### config.mk
export PLATFORM = sky130hd
export DESIGN_NAME = vsfp_field_params
export DESIGN_NICKNAME = d
export VERILOG_FILES = /design/src/design/vsfp_pkg.sv /design/src/design/vsfp_field_params.sv
export SDC_FILE = /design/constraint.sdc
export NUM_CORES = 1
export LEC_CHECK = 0
export BUFFER_PORTS_ARGS = -buffer_cell sky130_fd_sc_hd__buf_2
export CORE_MARGIN = 2
export CORE_UTILIZATION = 55
export DETAILED_ROUTE_END_ITERATION = 16
export PLACE_DENSITY = 0.87
export SLEW_MARGIN = 10
export SYNTH_ARGS = -nofsm -noshare
export SYNTH_HDL_FRONTEND = slang
export SYNTH_SLANG_ARGS = --single-unit
export TNS_END_PERCENT = 1
### constraint.sdc
create_clock -name i_clock -period 3.1 [get_ports i_clock]
set_clock_uncertainty 0.15 [all_clocks]
set_input_delay 0.155 -clock i_clock [delete_from_list [all_inputs] [get_ports i_clock]]
set_output_delay 0.155 -clock i_clock [all_outputs]
set_load 0.03 [all_outputs]
### src/design/vsfp_pkg.sv
// Package of register map, field layout and constants for the field parameters
package vsfp_pkg;
  // Serial frame: address then data, least significant bit first
  localparam int ADDR_BITS = 8;
  localparam int DATA_BITS = 26;
  localparam int FRAME_BITS = ADDR_BITS + DATA_BITS;
  localparam int POS_BITS = 13;
  localparam int NUM_REGS = 13;
  localparam int NUM_VCLK = 13;

  // Register addresses
  localparam logic [7:0] GROUP_A_REPEAT_3_4 = 8'h07;
  localparam logic [7:0] VERTICAL_HOLD_POINT_1 = 8'h08;
  localparam logic [7:0] VERTICAL_HOLD_POINT_2 = 8'h09;
  localparam logic [7:0] EVEN_BLANK_TOGGLE_1_2 = 8'h0A;
  localparam logic [7:0] EVEN_BLANK_TOGGLE_3_4 = 8'h0B;
  localparam logic [7:0] BLANK_REGION_BOUNDS = 8'h0C;
  localparam logic [7:0] BLANK_LENGTH_REPEAT_MASK = 8'h0D;
  localparam logic [7:0] CLAMP_TOGGLE_POINTS = 8'h0E;
  localparam logic [7:0] PREBLANK_TOGGLE_POINTS = 8'h0F;
  localparam logic [7:0] RESERVED_10 = 8'h10;
  localparam logic [7:0] SPECIAL_PATTERN_CONTROL = 8'h11;
  localparam logic [7:0] RESERVED_12 = 8'h12;
  localparam logic [7:0] RESERVED_13 = 8'h13;

  // Field positions
  localparam int LOW_FIELD_LSB = 0;
  localparam int HIGH_FIELD_LSB = 13;
  localparam int REPEAT_COUNT_LSB = 13;
  localparam int REPEAT_COUNT_BITS = 8;
  localparam int CLOCK_ONE_MASK_BIT = 21;
  localparam int CLOCK_THREE_MASK_BIT = 22;
  localparam int LAST_STAGE_MASK_BIT = 23;
  localparam int SPECIAL_LINE_BITS = 12;
  localparam int SPECIAL_ENABLE_BIT = 13;

  // Reset value of every stored register (undefined on the part, zero here)
  localparam logic [25:0] REG_RESET = 26'h0000000;

  // Mode thresholds
  localparam logic [2:0] BLANK_PULSE_MODE_MIN = 3'h4;
  localparam logic [1:0] ALT_THIRD_LINE_MODE = 2'h2;
  localparam logic [1:0] ALT_FOURTH_LINE_MODE = 2'h3;

  typedef enum logic [1:0] {
    VSFP_SER_IDLE = 2'b01,
    VSFP_SER_SHIFT = 2'b10
  } vsfp_ser_state_t;
endpackage

### src/design/vsfp_field_params.sv
// Field parameter registers and the per-line timing they steer
// Notes on behaviour
// Register 07 low field: third-line repeat count, else odd toggle one.
// Register 07 high field: fourth-line repeat count, else odd toggle two.
// At a hold point all thirteen vertical clocks keep their present levels; on the special active line the special pattern drives them instead.
// At the matching restart point the held vertical clocks run on again.
// Without hold use, hold/restart fields are odd toggles three to six.
// Registers 0A and 0B give even-line blanking toggles one to four.
// Modes 4-7 use start/end as blanking region; else even toggles five, six.
// Modes 4-7 make blanking pulses of set length, repeated by 8-bit count.
// During blanking, clocks one, three and last stage go to mask levels.
// The clamp pulse toggles at two programmed line positions.
// The pre-blanking pulse toggles at two programmed line positions.
// When enabled, the special vertical pattern is output on its active line.
// Software writes zero to unused bits and to the unused registers.
// Alternation mode 0 uses first count always; 1-3 give 2-4 line cycling.
// Written values take effect only at the sequence change update point.
module vsfp_field_params (
  // Clock and reset
  input wire logic i_clock,
  input wire logic i_reset,
  // Three-wire serial port, asynchronous to i_clock
  input wire logic i_serial_clock,
  input wire logic i_serial_data,
  input wire logic i_serial_load,
  // Line timing from the timing core
  input wire logic i_line_start,
  input wire logic [12:0] i_line_position,
  input wire logic [11:0] i_line_number,
  input wire logic i_line_odd,
  input wire logic i_sequence_change_update,
  // Settings held in neighbouring registers
  input wire logic [1:0] i_group_a_alternation_mode,
  input wire logic [2:0] i_blank_alternation_mode,
  input wire logic i_hold_enable,
  input wire logic [11:0] i_group_a_first_line_repeats,
  input wire logic [11:0] i_group_a_second_line_repeats,
  // Pattern sources
  input wire logic [12:0] i_vertical_pattern,
  input wire logic [12:0] i_special_pattern,
  input wire logic i_horiz_clock_one,
  input wire logic i_horiz_clock_three,
  input wire logic i_horiz_last_stage_clock,
  // Outputs to the drivers
  output logic [12:0] o_vertical_clock_out,
  output logic o_horizontal_blanking,
  output logic o_horiz_clock_one,
  output logic o_horiz_clock_three,
  output logic o_horiz_last_stage_clock,
  output logic o_optical_black_clamp,
  output logic o_pre_blanking_pulse,
  output logic [12:0] o_group_a_repeats,
  output logic o_vertical_held,
  output logic o_special_pattern_active
);

  typedef struct packed {
    logic [1:0] sclk_sync;
    logic [1:0] sdata_sync;
    logic [1:0] sload_sync;
    logic sclk_last;
    vsfp_pkg::vsfp_ser_state_t ser_state;
    logic [vsfp_pkg::FRAME_BITS-1:0] shifter;
    logic [5:0] bit_count;
    logic [vsfp_pkg::NUM_REGS-1:0][25:0] staged;
    logic [vsfp_pkg::NUM_REGS-1:0][25:0] active;
    logic [1:0] line_type;
    logic held;
    logic [12:0] vclk;
    logic blank;
    logic [12:0] pulse_count;
    logic [7:0] pulses_left;
    logic in_region;
    logic clamp;
    logic preblank;
    logic special;
    logic [12:0] repeats;
    logic h1;
    logic h3;
    logic hl;
  } vsfp_state_t;
  vsfp_state_t state, next_state;
  function automatic logic [12:0] low_field(input logic [25:0] word);
    low_field = word[vsfp_pkg::LOW_FIELD_LSB +: vsfp_pkg::POS_BITS];
  endfunction
  function automatic logic [12:0] high_field(input logic [25:0] word);
    high_field = word[vsfp_pkg::HIGH_FIELD_LSB +: vsfp_pkg::POS_BITS];
  endfunction
  function automatic logic [3:0] reg_index(input logic [7:0] addr);
    logic [7:0] diff;
    diff = addr - vsfp_pkg::GROUP_A_REPEAT_3_4;
    reg_index = diff[3:0];
  endfunction
  function automatic logic in_map(input logic [7:0] addr);
    in_map = (addr >= vsfp_pkg::GROUP_A_REPEAT_3_4)
      && (addr <= vsfp_pkg::RESERVED_13);
  endfunction
  // Active register words
  logic [25:0] w_rep34, w_hold1, w_hold2, w_even12, w_even34, w_bounds;
  logic [25:0] w_len, w_clamp, w_preblank, w_special;
  always_comb
  begin
    w_rep34 = state.active[reg_index(vsfp_pkg::GROUP_A_REPEAT_3_4)];
    w_hold1 = state.active[reg_index(vsfp_pkg::VERTICAL_HOLD_POINT_1)];
    w_hold2 = state.active[reg_index(vsfp_pkg::VERTICAL_HOLD_POINT_2)];
    w_even12 = state.active[reg_index(vsfp_pkg::EVEN_BLANK_TOGGLE_1_2)];
    w_even34 = state.active[reg_index(vsfp_pkg::EVEN_BLANK_TOGGLE_3_4)];
    w_bounds = state.active[reg_index(vsfp_pkg::BLANK_REGION_BOUNDS)];
    w_len = state.active[reg_index(vsfp_pkg::BLANK_LENGTH_REPEAT_MASK)];
    w_clamp = state.active[reg_index(vsfp_pkg::CLAMP_TOGGLE_POINTS)];
    w_preblank = state.active[reg_index(vsfp_pkg::PREBLANK_TOGGLE_POINTS)];
    w_special = state.active[reg_index(vsfp_pkg::SPECIAL_PATTERN_CONTROL)];
  end
  // Toggle table for the current line; unused slots stay disabled
  logic [5:0][12:0] toggle_pos;
  logic [5:0] toggle_use;
  logic pulse_mode;
  always_comb
  begin
    pulse_mode = i_blank_alternation_mode >= vsfp_pkg::BLANK_PULSE_MODE_MIN;
    toggle_pos = '0;
    toggle_use = '0;
    if (i_line_odd)
    begin
      toggle_pos[0] = low_field(w_rep34);
      toggle_pos[1] = high_field(w_rep34);
      toggle_pos[2] = low_field(w_hold1);
      toggle_pos[3] = high_field(w_hold1);
      toggle_pos[4] = low_field(w_hold2);
      toggle_pos[5] = high_field(w_hold2);
      // Repeat counts own these fields once that line type is cycled
      toggle_use[0] = i_group_a_alternation_mode
        < vsfp_pkg::ALT_THIRD_LINE_MODE;
      toggle_use[1] = i_group_a_alternation_mode
        < vsfp_pkg::ALT_FOURTH_LINE_MODE;
      toggle_use[5:2] = {4{~i_hold_enable}};
    end
    else
    begin
      toggle_pos[0] = low_field(w_even12);
      toggle_pos[1] = high_field(w_even12);
      toggle_pos[2] = low_field(w_even34);
      toggle_pos[3] = high_field(w_even34);
      toggle_pos[4] = low_field(w_bounds);
      toggle_pos[5] = high_field(w_bounds);
      toggle_use[3:0] = 4'hF;
      toggle_use[5:4] = {2{~pulse_mode}};
    end
  end

  logic [5:0] toggle_hit;
  genvar g;
  generate
    for (g = 0; g < 6; g++)
    begin : gen_toggle
      assign toggle_hit[g] = toggle_use[g]
        && (i_line_position == toggle_pos[g]);
    end
  endgenerate
  logic [12:0] pulse_len;
  logic [7:0] pulse_reps;
  logic hold_hit, restart_hit;
  logic [25:0] frame_data;
  logic [7:0] frame_addr;
  always_comb
  begin
    pulse_len = low_field(w_len);
    pulse_reps = w_len[vsfp_pkg::REPEAT_COUNT_LSB +:
      vsfp_pkg::REPEAT_COUNT_BITS];
    hold_hit = i_hold_enable
      && ((i_line_position == low_field(w_hold1))
      || (i_line_position == low_field(w_hold2)));
    restart_hit = i_hold_enable
      && ((i_line_position == high_field(w_hold1))
      || (i_line_position == high_field(w_hold2)));
    frame_addr = state.shifter[vsfp_pkg::ADDR_BITS-1:0];
    frame_data = state.shifter[vsfp_pkg::FRAME_BITS-1:vsfp_pkg::ADDR_BITS];
  end
  always_comb
  begin
    next_state = state;
    // Serial pins pass two flops before anything reads them
    next_state.sclk_sync = {state.sclk_sync[0], i_serial_clock};
    next_state.sdata_sync = {state.sdata_sync[0], i_serial_data};
    next_state.sload_sync = {state.sload_sync[0], i_serial_load};
    next_state.sclk_last = state.sclk_sync[1];
    case (state.ser_state)
      vsfp_pkg::VSFP_SER_IDLE:
      begin
        if (!state.sload_sync[1])
        begin
          next_state.ser_state = vsfp_pkg::VSFP_SER_SHIFT;
          next_state.bit_count = 6'h00;
        end
      end
      vsfp_pkg::VSFP_SER_SHIFT:
      begin
        if (state.sclk_sync[1] && !state.sclk_last
          && !state.sload_sync[1])
        begin
          next_state.shifter = {state.sdata_sync[1],
            state.shifter[vsfp_pkg::FRAME_BITS-1:1]};
          if (state.bit_count != 6'h3F)
            next_state.bit_count = state.bit_count + 6'h01;
        end
        if (state.sload_sync[1])
        begin
          next_state.ser_state = vsfp_pkg::VSFP_SER_IDLE;
          // Short or over-long frames are dropped, not half written
          if ((state.bit_count == 6'(vsfp_pkg::FRAME_BITS))
            && in_map(frame_addr))
            next_state.staged[reg_index(frame_addr)] = frame_data;
        end
      end
      default:
        next_state.ser_state = vsfp_pkg::VSFP_SER_IDLE;
    endcase
    if (i_sequence_change_update)
      next_state.active = next_state.staged;

    // Line type cycle for Group A repeat counts
    if (i_line_start)
    begin
      if (state.line_type >= i_group_a_alternation_mode)
        next_state.line_type = 2'h0;
      else
        next_state.line_type = state.line_type + 2'h1;
    end
    case (state.line_type)
      2'h0: next_state.repeats = {1'b0, i_group_a_first_line_repeats};
      2'h1: next_state.repeats = {1'b0, i_group_a_second_line_repeats};
      2'h2: next_state.repeats = low_field(w_rep34);
      default: next_state.repeats = high_field(w_rep34);
    endcase

    // Hold and restart of the vertical clocks
    if (restart_hit)
      next_state.held = 1'b0;
    else if (hold_hit)
      next_state.held = 1'b1;
    if (!next_state.held)
      next_state.vclk = i_vertical_pattern;
    next_state.special = w_special[vsfp_pkg::SPECIAL_ENABLE_BIT]
      && (i_line_number
      == w_special[vsfp_pkg::SPECIAL_LINE_BITS-1:0]);
    if (next_state.special)
      next_state.vclk = i_special_pattern;

    // Horizontal blanking
    if (i_line_start)
    begin
      next_state.blank = 1'b0;
      next_state.in_region = 1'b0;
      next_state.clamp = 1'b0;
      next_state.preblank = 1'b0;
    end
    else if (pulse_mode)
    begin
      // Each repeat is a high phase then a low phase of the set length
      if (i_line_position == low_field(w_bounds))
      begin
        next_state.in_region = pulse_reps != 8'h00;
        next_state.blank = pulse_reps != 8'h00;
        next_state.pulse_count = 13'h0001;
        next_state.pulses_left = pulse_reps;
      end
      else if (i_line_position == high_field(w_bounds))
      begin
        next_state.in_region = 1'b0;
        next_state.blank = 1'b0;
      end
      else if (state.in_region)
      begin
        if (state.pulse_count >= pulse_len)
        begin
          next_state.pulse_count = 13'h0001;
          if (state.blank)
          begin
            next_state.blank = 1'b0;
            next_state.pulses_left = state.pulses_left - 8'h01;
            if (state.pulses_left == 8'h01)
              next_state.in_region = 1'b0;
          end
          else
            next_state.blank = 1'b1;
        end
        else
          next_state.pulse_count = state.pulse_count + 13'h0001;
      end
    end
    else
      next_state.blank = state.blank ^ (^toggle_hit);
    // Two toggles on one position cancel, as the blanking toggles do
    if (!i_line_start)
    begin
      next_state.clamp = state.clamp
        ^ (i_line_position == low_field(w_clamp))
        ^ (i_line_position == high_field(w_clamp));
      next_state.preblank = state.preblank
        ^ (i_line_position == low_field(w_preblank))
        ^ (i_line_position == high_field(w_preblank));
    end
    // Masked horizontal clocks follow the new blanking level
    next_state.h1 = next_state.blank
      ? w_len[vsfp_pkg::CLOCK_ONE_MASK_BIT] : i_horiz_clock_one;
    next_state.h3 = next_state.blank
      ? w_len[vsfp_pkg::CLOCK_THREE_MASK_BIT] : i_horiz_clock_three;
    next_state.hl = next_state.blank
      ? w_len[vsfp_pkg::LAST_STAGE_MASK_BIT]
      : i_horiz_last_stage_clock;
  end
  always_ff @(posedge i_clock)
  begin
    if (i_reset)
    begin
      state <= '0;
      state.sclk_sync <= 2'h3;
      state.sload_sync <= 2'h3;
      state.sclk_last <= 1'b1;
      state.ser_state <= vsfp_pkg::VSFP_SER_IDLE;
      state.staged <= {vsfp_pkg::NUM_REGS{vsfp_pkg::REG_RESET}};
      state.active <= {vsfp_pkg::NUM_REGS{vsfp_pkg::REG_RESET}};
    end
    else
      state <= next_state;
  end
  assign o_vertical_clock_out = state.vclk;
  assign o_horizontal_blanking = state.blank;
  assign o_horiz_clock_one = state.h1;
  assign o_horiz_clock_three = state.h3;
  assign o_horiz_last_stage_clock = state.hl;
  assign o_optical_black_clamp = state.clamp;
  assign o_pre_blanking_pulse = state.preblank;
  assign o_group_a_repeats = state.repeats;
  assign o_vertical_held = state.held;
  assign o_special_pattern_active = state.special;
endmodule

# == After elaboration in Yosys (flattened, before gate mapping) ==
# Cells that the tools add are included.
# word_totals
elab_cells,165
output_inout_bits,34
register_bits,691
# classes
eq_ne,30
n_mux,37
n_reduce_logical,32
n_addsub,5
order_cmp,9
bitwise_logic,8
# op_table
operator,count
$mux W286,3
$bwmux W338,1
$eq A13 B13 Y1,16
$demux W26 S4,1
$mux W78,1
$mux W23,2
$mux W13,3
$pmux W13 S3,1
$mux W26,1
$mux W6,4
$mux W21,1
$mux W9,2
$logic_and A1 B1 Y1,14
$add A13 B1 Y13 const B,1
$ge A13 B13 Y1,1
$eq A12 B12 Y1,1
$mux W1,12
$ne A2 B2 Y1 const B,6
$pmux W6 S2,1
$eq A8 B1 Y1 const B,1
$ge A8 B3 Y1 const B,1
$le A8 B5 Y1 const B,1
$reduce_and A4 Y1,2
$reduce_bool A2 Y1,4
other kinds (26),40

# == Longest topological paths before layout ==
# logic_depth
depth_word,10
ltp_mapped,12
ltp_nobuf,12

# == Worst setup path after synthesis ==
# No wires, ideal clock.
# synth_timing
kind,reg-to-reg
start,register state[29] (netlist name)
end,register state[20] (netlist name)
arrival_ns,2.612
setup_ns,0.086
stages_incl_launch_ff,12
path_buffers,1
setup_slack_ns,0.252
required_ns,2.864
period_less_slack_ns,2.848
path_cell_list,dfxtp_1 > ha_1 > nor2b_1 > o21a_1 > o21ai_1 > a211oi_1 > or4b_1 > and3_1 > o21ai_1 > clkbuf_1 > a211oi_1 > a211oi_1
# synth_between
elab_chain_len,3
# synth_rtl
element,line,text
from (decl),vsfp_field_params.sv:82,"vsfp_state_t state, next_state;"
from (signal assigned),vsfp_field_params.sv:325,state <= next_state;
$ge A13 B13 Y1,vsfp_field_params.sv:274,if (state.pulse_count >= pulse_len)
$reduce_bool A2 Y1 (no source line),-,
$reduce_and A6 Y1 (no source line),-,
# No other way between the ends.
# A chain may end at the register's enable or synchronous reset.

# == Worst setup path after layout ==
# layout_timing
start,"register state, in the netlist w_hold2[2]"
end,"register state, in the netlist o_vertical_clock_out[2]"
# layout_between
elab_chain_len,6
# layout_rtl
element,line,text
$eq A13 B13 Y1,vsfp_field_params.sv:172,|| (i_line_position == low_field(w_hold2)));
$logic_or A1 B1 Y1,vsfp_field_params.sv:172,
$logic_and A1 B1 Y1,vsfp_field_params.sv:171,&& ((i_line_position == low_field(w_hold1))
$mux W1,vsfp_field_params.sv:239,else if (hold_hit)
$mux W1,vsfp_field_params.sv:237,if (restart_hit)
$ne A2 B2 Y1 (no source line),-,
# No other way between the ends.

==> results by group <==
Setup path
  • Worst Path Max Fanout: 14
  • Crit path capture type: flip-flop
  • R2r setup slk: 0.0008 ns
  • CP Class: reg -> reg
  • Worst EP arrival: 3.49 ns
  • Worst reg-to-reg path cell count: 12
  • CP startpoint kind: flip-flop
  • Worst R2R End: o_vertical_clock_out[2]
  • Worst R2R Start: w_hold2[2]
  • CP required: 3.49 ns

Outcome
  • Status: finished clean

CTS
  • Clock root cell: clkbuf_16
  • Number of CTS-inserted buffers: 55
  • Clock-pin slew on the worst setup and hold paths: 0.07 ns
  • CTS Buffer Depth: 3
  • Worst skew pair latency: 0.61 ns
  • H-tree Lvls: 2
  • Clock sinks: 597
  • CTS tree: yes

Synthesis
  • Post-synthesis cell count: 2648
  • YS warnings: 0
  • Post-synth EDFFs: 0
  • Avg Cell Area, Syn: 9.36 sq um
  • Post-synthesis async set-or-reset flop share: 0%
  • Synth cell types: 64
  • Yosys reg bits: 597
  • Sequential share of the synthesized area: 48.2%
  • Mapped Nets: 2764
  • Mapped Area: 24800 sq um
  • Top FF cell, synth: dfxtp_1

Global routing
  • GR Util All Layers: 28.5%
  • Largest net degree at the start of global routing: 150
  • Initial antenna violation count: 3
  • Vias in the first global route: 19918
  • Global-route wire length before repair: 107000 um
  • GR Overflow Total: 0

Drt
  • Initial DRC count: 2538
  • DRC: 0
  • Post-route ant nets: 0
  • Vias per std cell: 6.00
  • Pre-antenna DRT Iters: 9
  • Via count: 20105
  • WL final: 69400 um
  • Drt wl/cell: 20.7 um

Min path
  • Worst Hold Depth: 4
  • Worst hold-check path type: in -> reg
  • Hold EP: o_vertical_held
  • Hold path startpoint: i_hold_enable

STA
  • Unrepaired setup endpoints after global routing: yes
  • Slew headroom: 33.4%
  • Worst Tran Pin Value: 0.998 ns
  • Final period util: 100%
  • Fin. max-slew vios: 0
  • Fin Setup TNS: 0 ns
  • Final Hold Fails: 0
  • Post-layout min period: 3.10 ns
  • Endpoints failing setup: 0
  • Fmax: 323 MHz

Finish
  • Layout area overhead: 15.1%
  • Commonest non-fill, non-tap cell in the layout: dfxtp_1
  • Area of the multi-input gates: 11700 sq um
  • Fin nets: 2830
  • Fill cells: 3098
  • Share of cells above drive strength 1: 11.8%
  • Most frequent cells in the layout: dfxtp_1, nor2_1, mux2i_1, a211oi_1, xnor2_1
  • Final Util: 64.4%
  • FF/Latch Area: 12000 sq um

Die
  • Die W: 216 um
  • FP Rows: 77
  • I/O pin total: 126
  • Core area: 44300 sq um
  • Starting Density: 55.9%
  • Die ar.: 46800 sq um
  • Die Height: 216 um

Placement
  • Port buffer count: 123
  • Gp weighted congestion: 0.926
  • DP HPWL: 41500 um

Pwr
  • Leak Pwr: 10.4 nW
  • Power Dens Cells: 575 nW/um^2
  • Maximum VDD drop: 0.000437 V

Flow run
  • Total of max-cap violations: 0
-- per-stage QoR --
| stage | setup slack, ns | std cells | instance area (sq um) | power (W) | hold slack, ns |
|---|---|---|---|---|---|
| after detailed placement | -0.0393 | 3185 | 26000 | 0.00938 | 0.195 |
| final | 0.000764 | 3352 | 28500 | 0.0164 | 0.0385 |
| after floorplan | 0.252 | 2648 | 24800 | 0.00903 | 0.0824 |
| after CTS | 0.00681 | 3348 | 28500 | 0.0163 | 0.0217 |
| after global routing | -0.0990 | 3351 | 28500 | 0.0168 | 0.0509 |
| after global placement | 0.00147 | 3185 | 26000 | 0.00932 | 0.194 |
-- repair_timing --
item,4_1_cts,5_1_grt
hold buffers,63,0
pin swaps,1,3
setup buffers,0,1
resized for setup,1,10
hold endpoints to repair,137,0
setup endpoints to repair,3,21
-- final cells by class --
type / instances / share of cell area (%)
sequential: 597 / 41.9
timing repair buffer: 260 / 7.44
clock inverter: 23 / 0.886
antenna: 3 / 0.0263
clock buffer: 77 / 5.67
multi-input combinational: 1766 / 41.0
tap: 592 / 2.60
inverter: 34 / 0.447
-- per-layer routing --
| layer | global-route usage, % | vias up | routed length (um) |
|---|---|---|---|
| li1 | - | 9176 | - |
| met1 | 34.6 | 9608 | 27000 |
| met2 | 47.2 | 1025 | 33000 |
| met3 | 5.25 | 294 | 5490 |
| met4 | 16.5 | 2 | 3870 |
| met5 | 0 | - | 12 |
-- kinds of logic after synthesis --
kind of cell | synth area share [%]
and+or+nand+nor | 14.0
xor gates and xnor gates | 7.74
adders and majority gates | 1.21
buffers and inverters | 4.98
DFF | 48.2
muxes | 12.4
AOI/OAI and AO/OA | 11.4
-- registers in the layout, indices dropped and copies added (netlist names), 8 cells and up --
signal                count
state                   280
frame_data               26
w_bounds                 26
w_clamp                  26
w_even12                 26
w_even34                 26
w_hold1                  26
w_hold2                  26
w_preblank               26
w_rep34                  26
w_len                    24
o_group_a_repeats        13
o_vertical_clock_out     13
w_special                13
frame_addr                8
-- worst max path at each step --
| stage | start | endpoint | slack [ns] | depth (start not counted) |
|---|---|---|---|---|
| 2_1_floorplan | state[29] | state[20] | 0.25 | 11 |
| 3_3_place_gp | i_line_odd | o_horizontal_blanking | 0.001 | 12 |
| 3_5_place_dp | i_line_odd | o_horiz_clock_one | -0.04 | 13 |
| 4_1_cts | w_rep34[6] | o_horiz_clock_one | 0.007 | 10 |
| 5_1_grt | w_hold2[10] | o_vertical_clock_out[2] | -0.1 | 12 |
| 6_report | w_hold2[2] | o_vertical_clock_out[2] | 0.0008 | 12 |
-- critical path, cell delays in order (launching register included) --
cell and delay [ns]:
dfxtp_1 0.32, xnor2_1 0.16, nand4_1 0.18, nor3_2 0.23, buf_4 0.16, nand3_1 0.12
o31ai_1 0.10, a21oi_1 0.14, a21oi_2 0.16, buf_8 0.22, mux2i_1 0.12, a211oi_1 0.34
dlygate4sd3_1 0.63
-- cell usage after synthesis (all sizes together), types with 3 or more instances --
| library cell | count | area share, % |
|---|---|---|
| nand3b | 3 | 0.091 |
| a211oi | 264 | 8.0 |
| and3 | 4 | 0.10 |
| a22oi | 4 | 0.12 |
| or2 | 5 | 0.13 |
| nand4 | 29 | 0.79 |
| a21oi | 66 | 1.4 |
| o31ai | 3 | 0.091 |
| ha | 24 | 1.2 |
| dfxtp | 597 | 48 |
| mux2i | 308 | 12 |
| o21ai | 19 | 0.38 |
| inv | 34 | 0.51 |
| nand2b | 13 | 0.33 |
| nor3b | 3 | 0.091 |
| nand2 | 96 | 1.5 |
| a21o | 4 | 0.12 |
| clkbuf | 174 | 2.6 |
| a222oi | 12 | 0.48 |
| buf | 77 | 1.8 |
| nand3 | 17 | 0.34 |
| xor2 | 98 | 3.5 |
| nor4 | 29 | 0.83 |
| xnor2 | 121 | 4.3 |
| nor2b | 11 | 0.28 |
| nor3 | 21 | 0.49 |
| nor2 | 577 | 8.7 |
| o21a | 4 | 0.12 |
-- power breakdown --
| group | leakage [nW] | switching (W) | internal, W | total, W |
|---|---|---|---|---|
| logic | 4.58 | 0.000803 | 0.000548 | 0.00135 |
| registers | 4.86 | 0.000155 | 0.00787 | 0.00802 |
| clock network | 0.934 | 0.00299 | 0.00405 | 0.00704 |
Power figures use the tool's default switching activity.
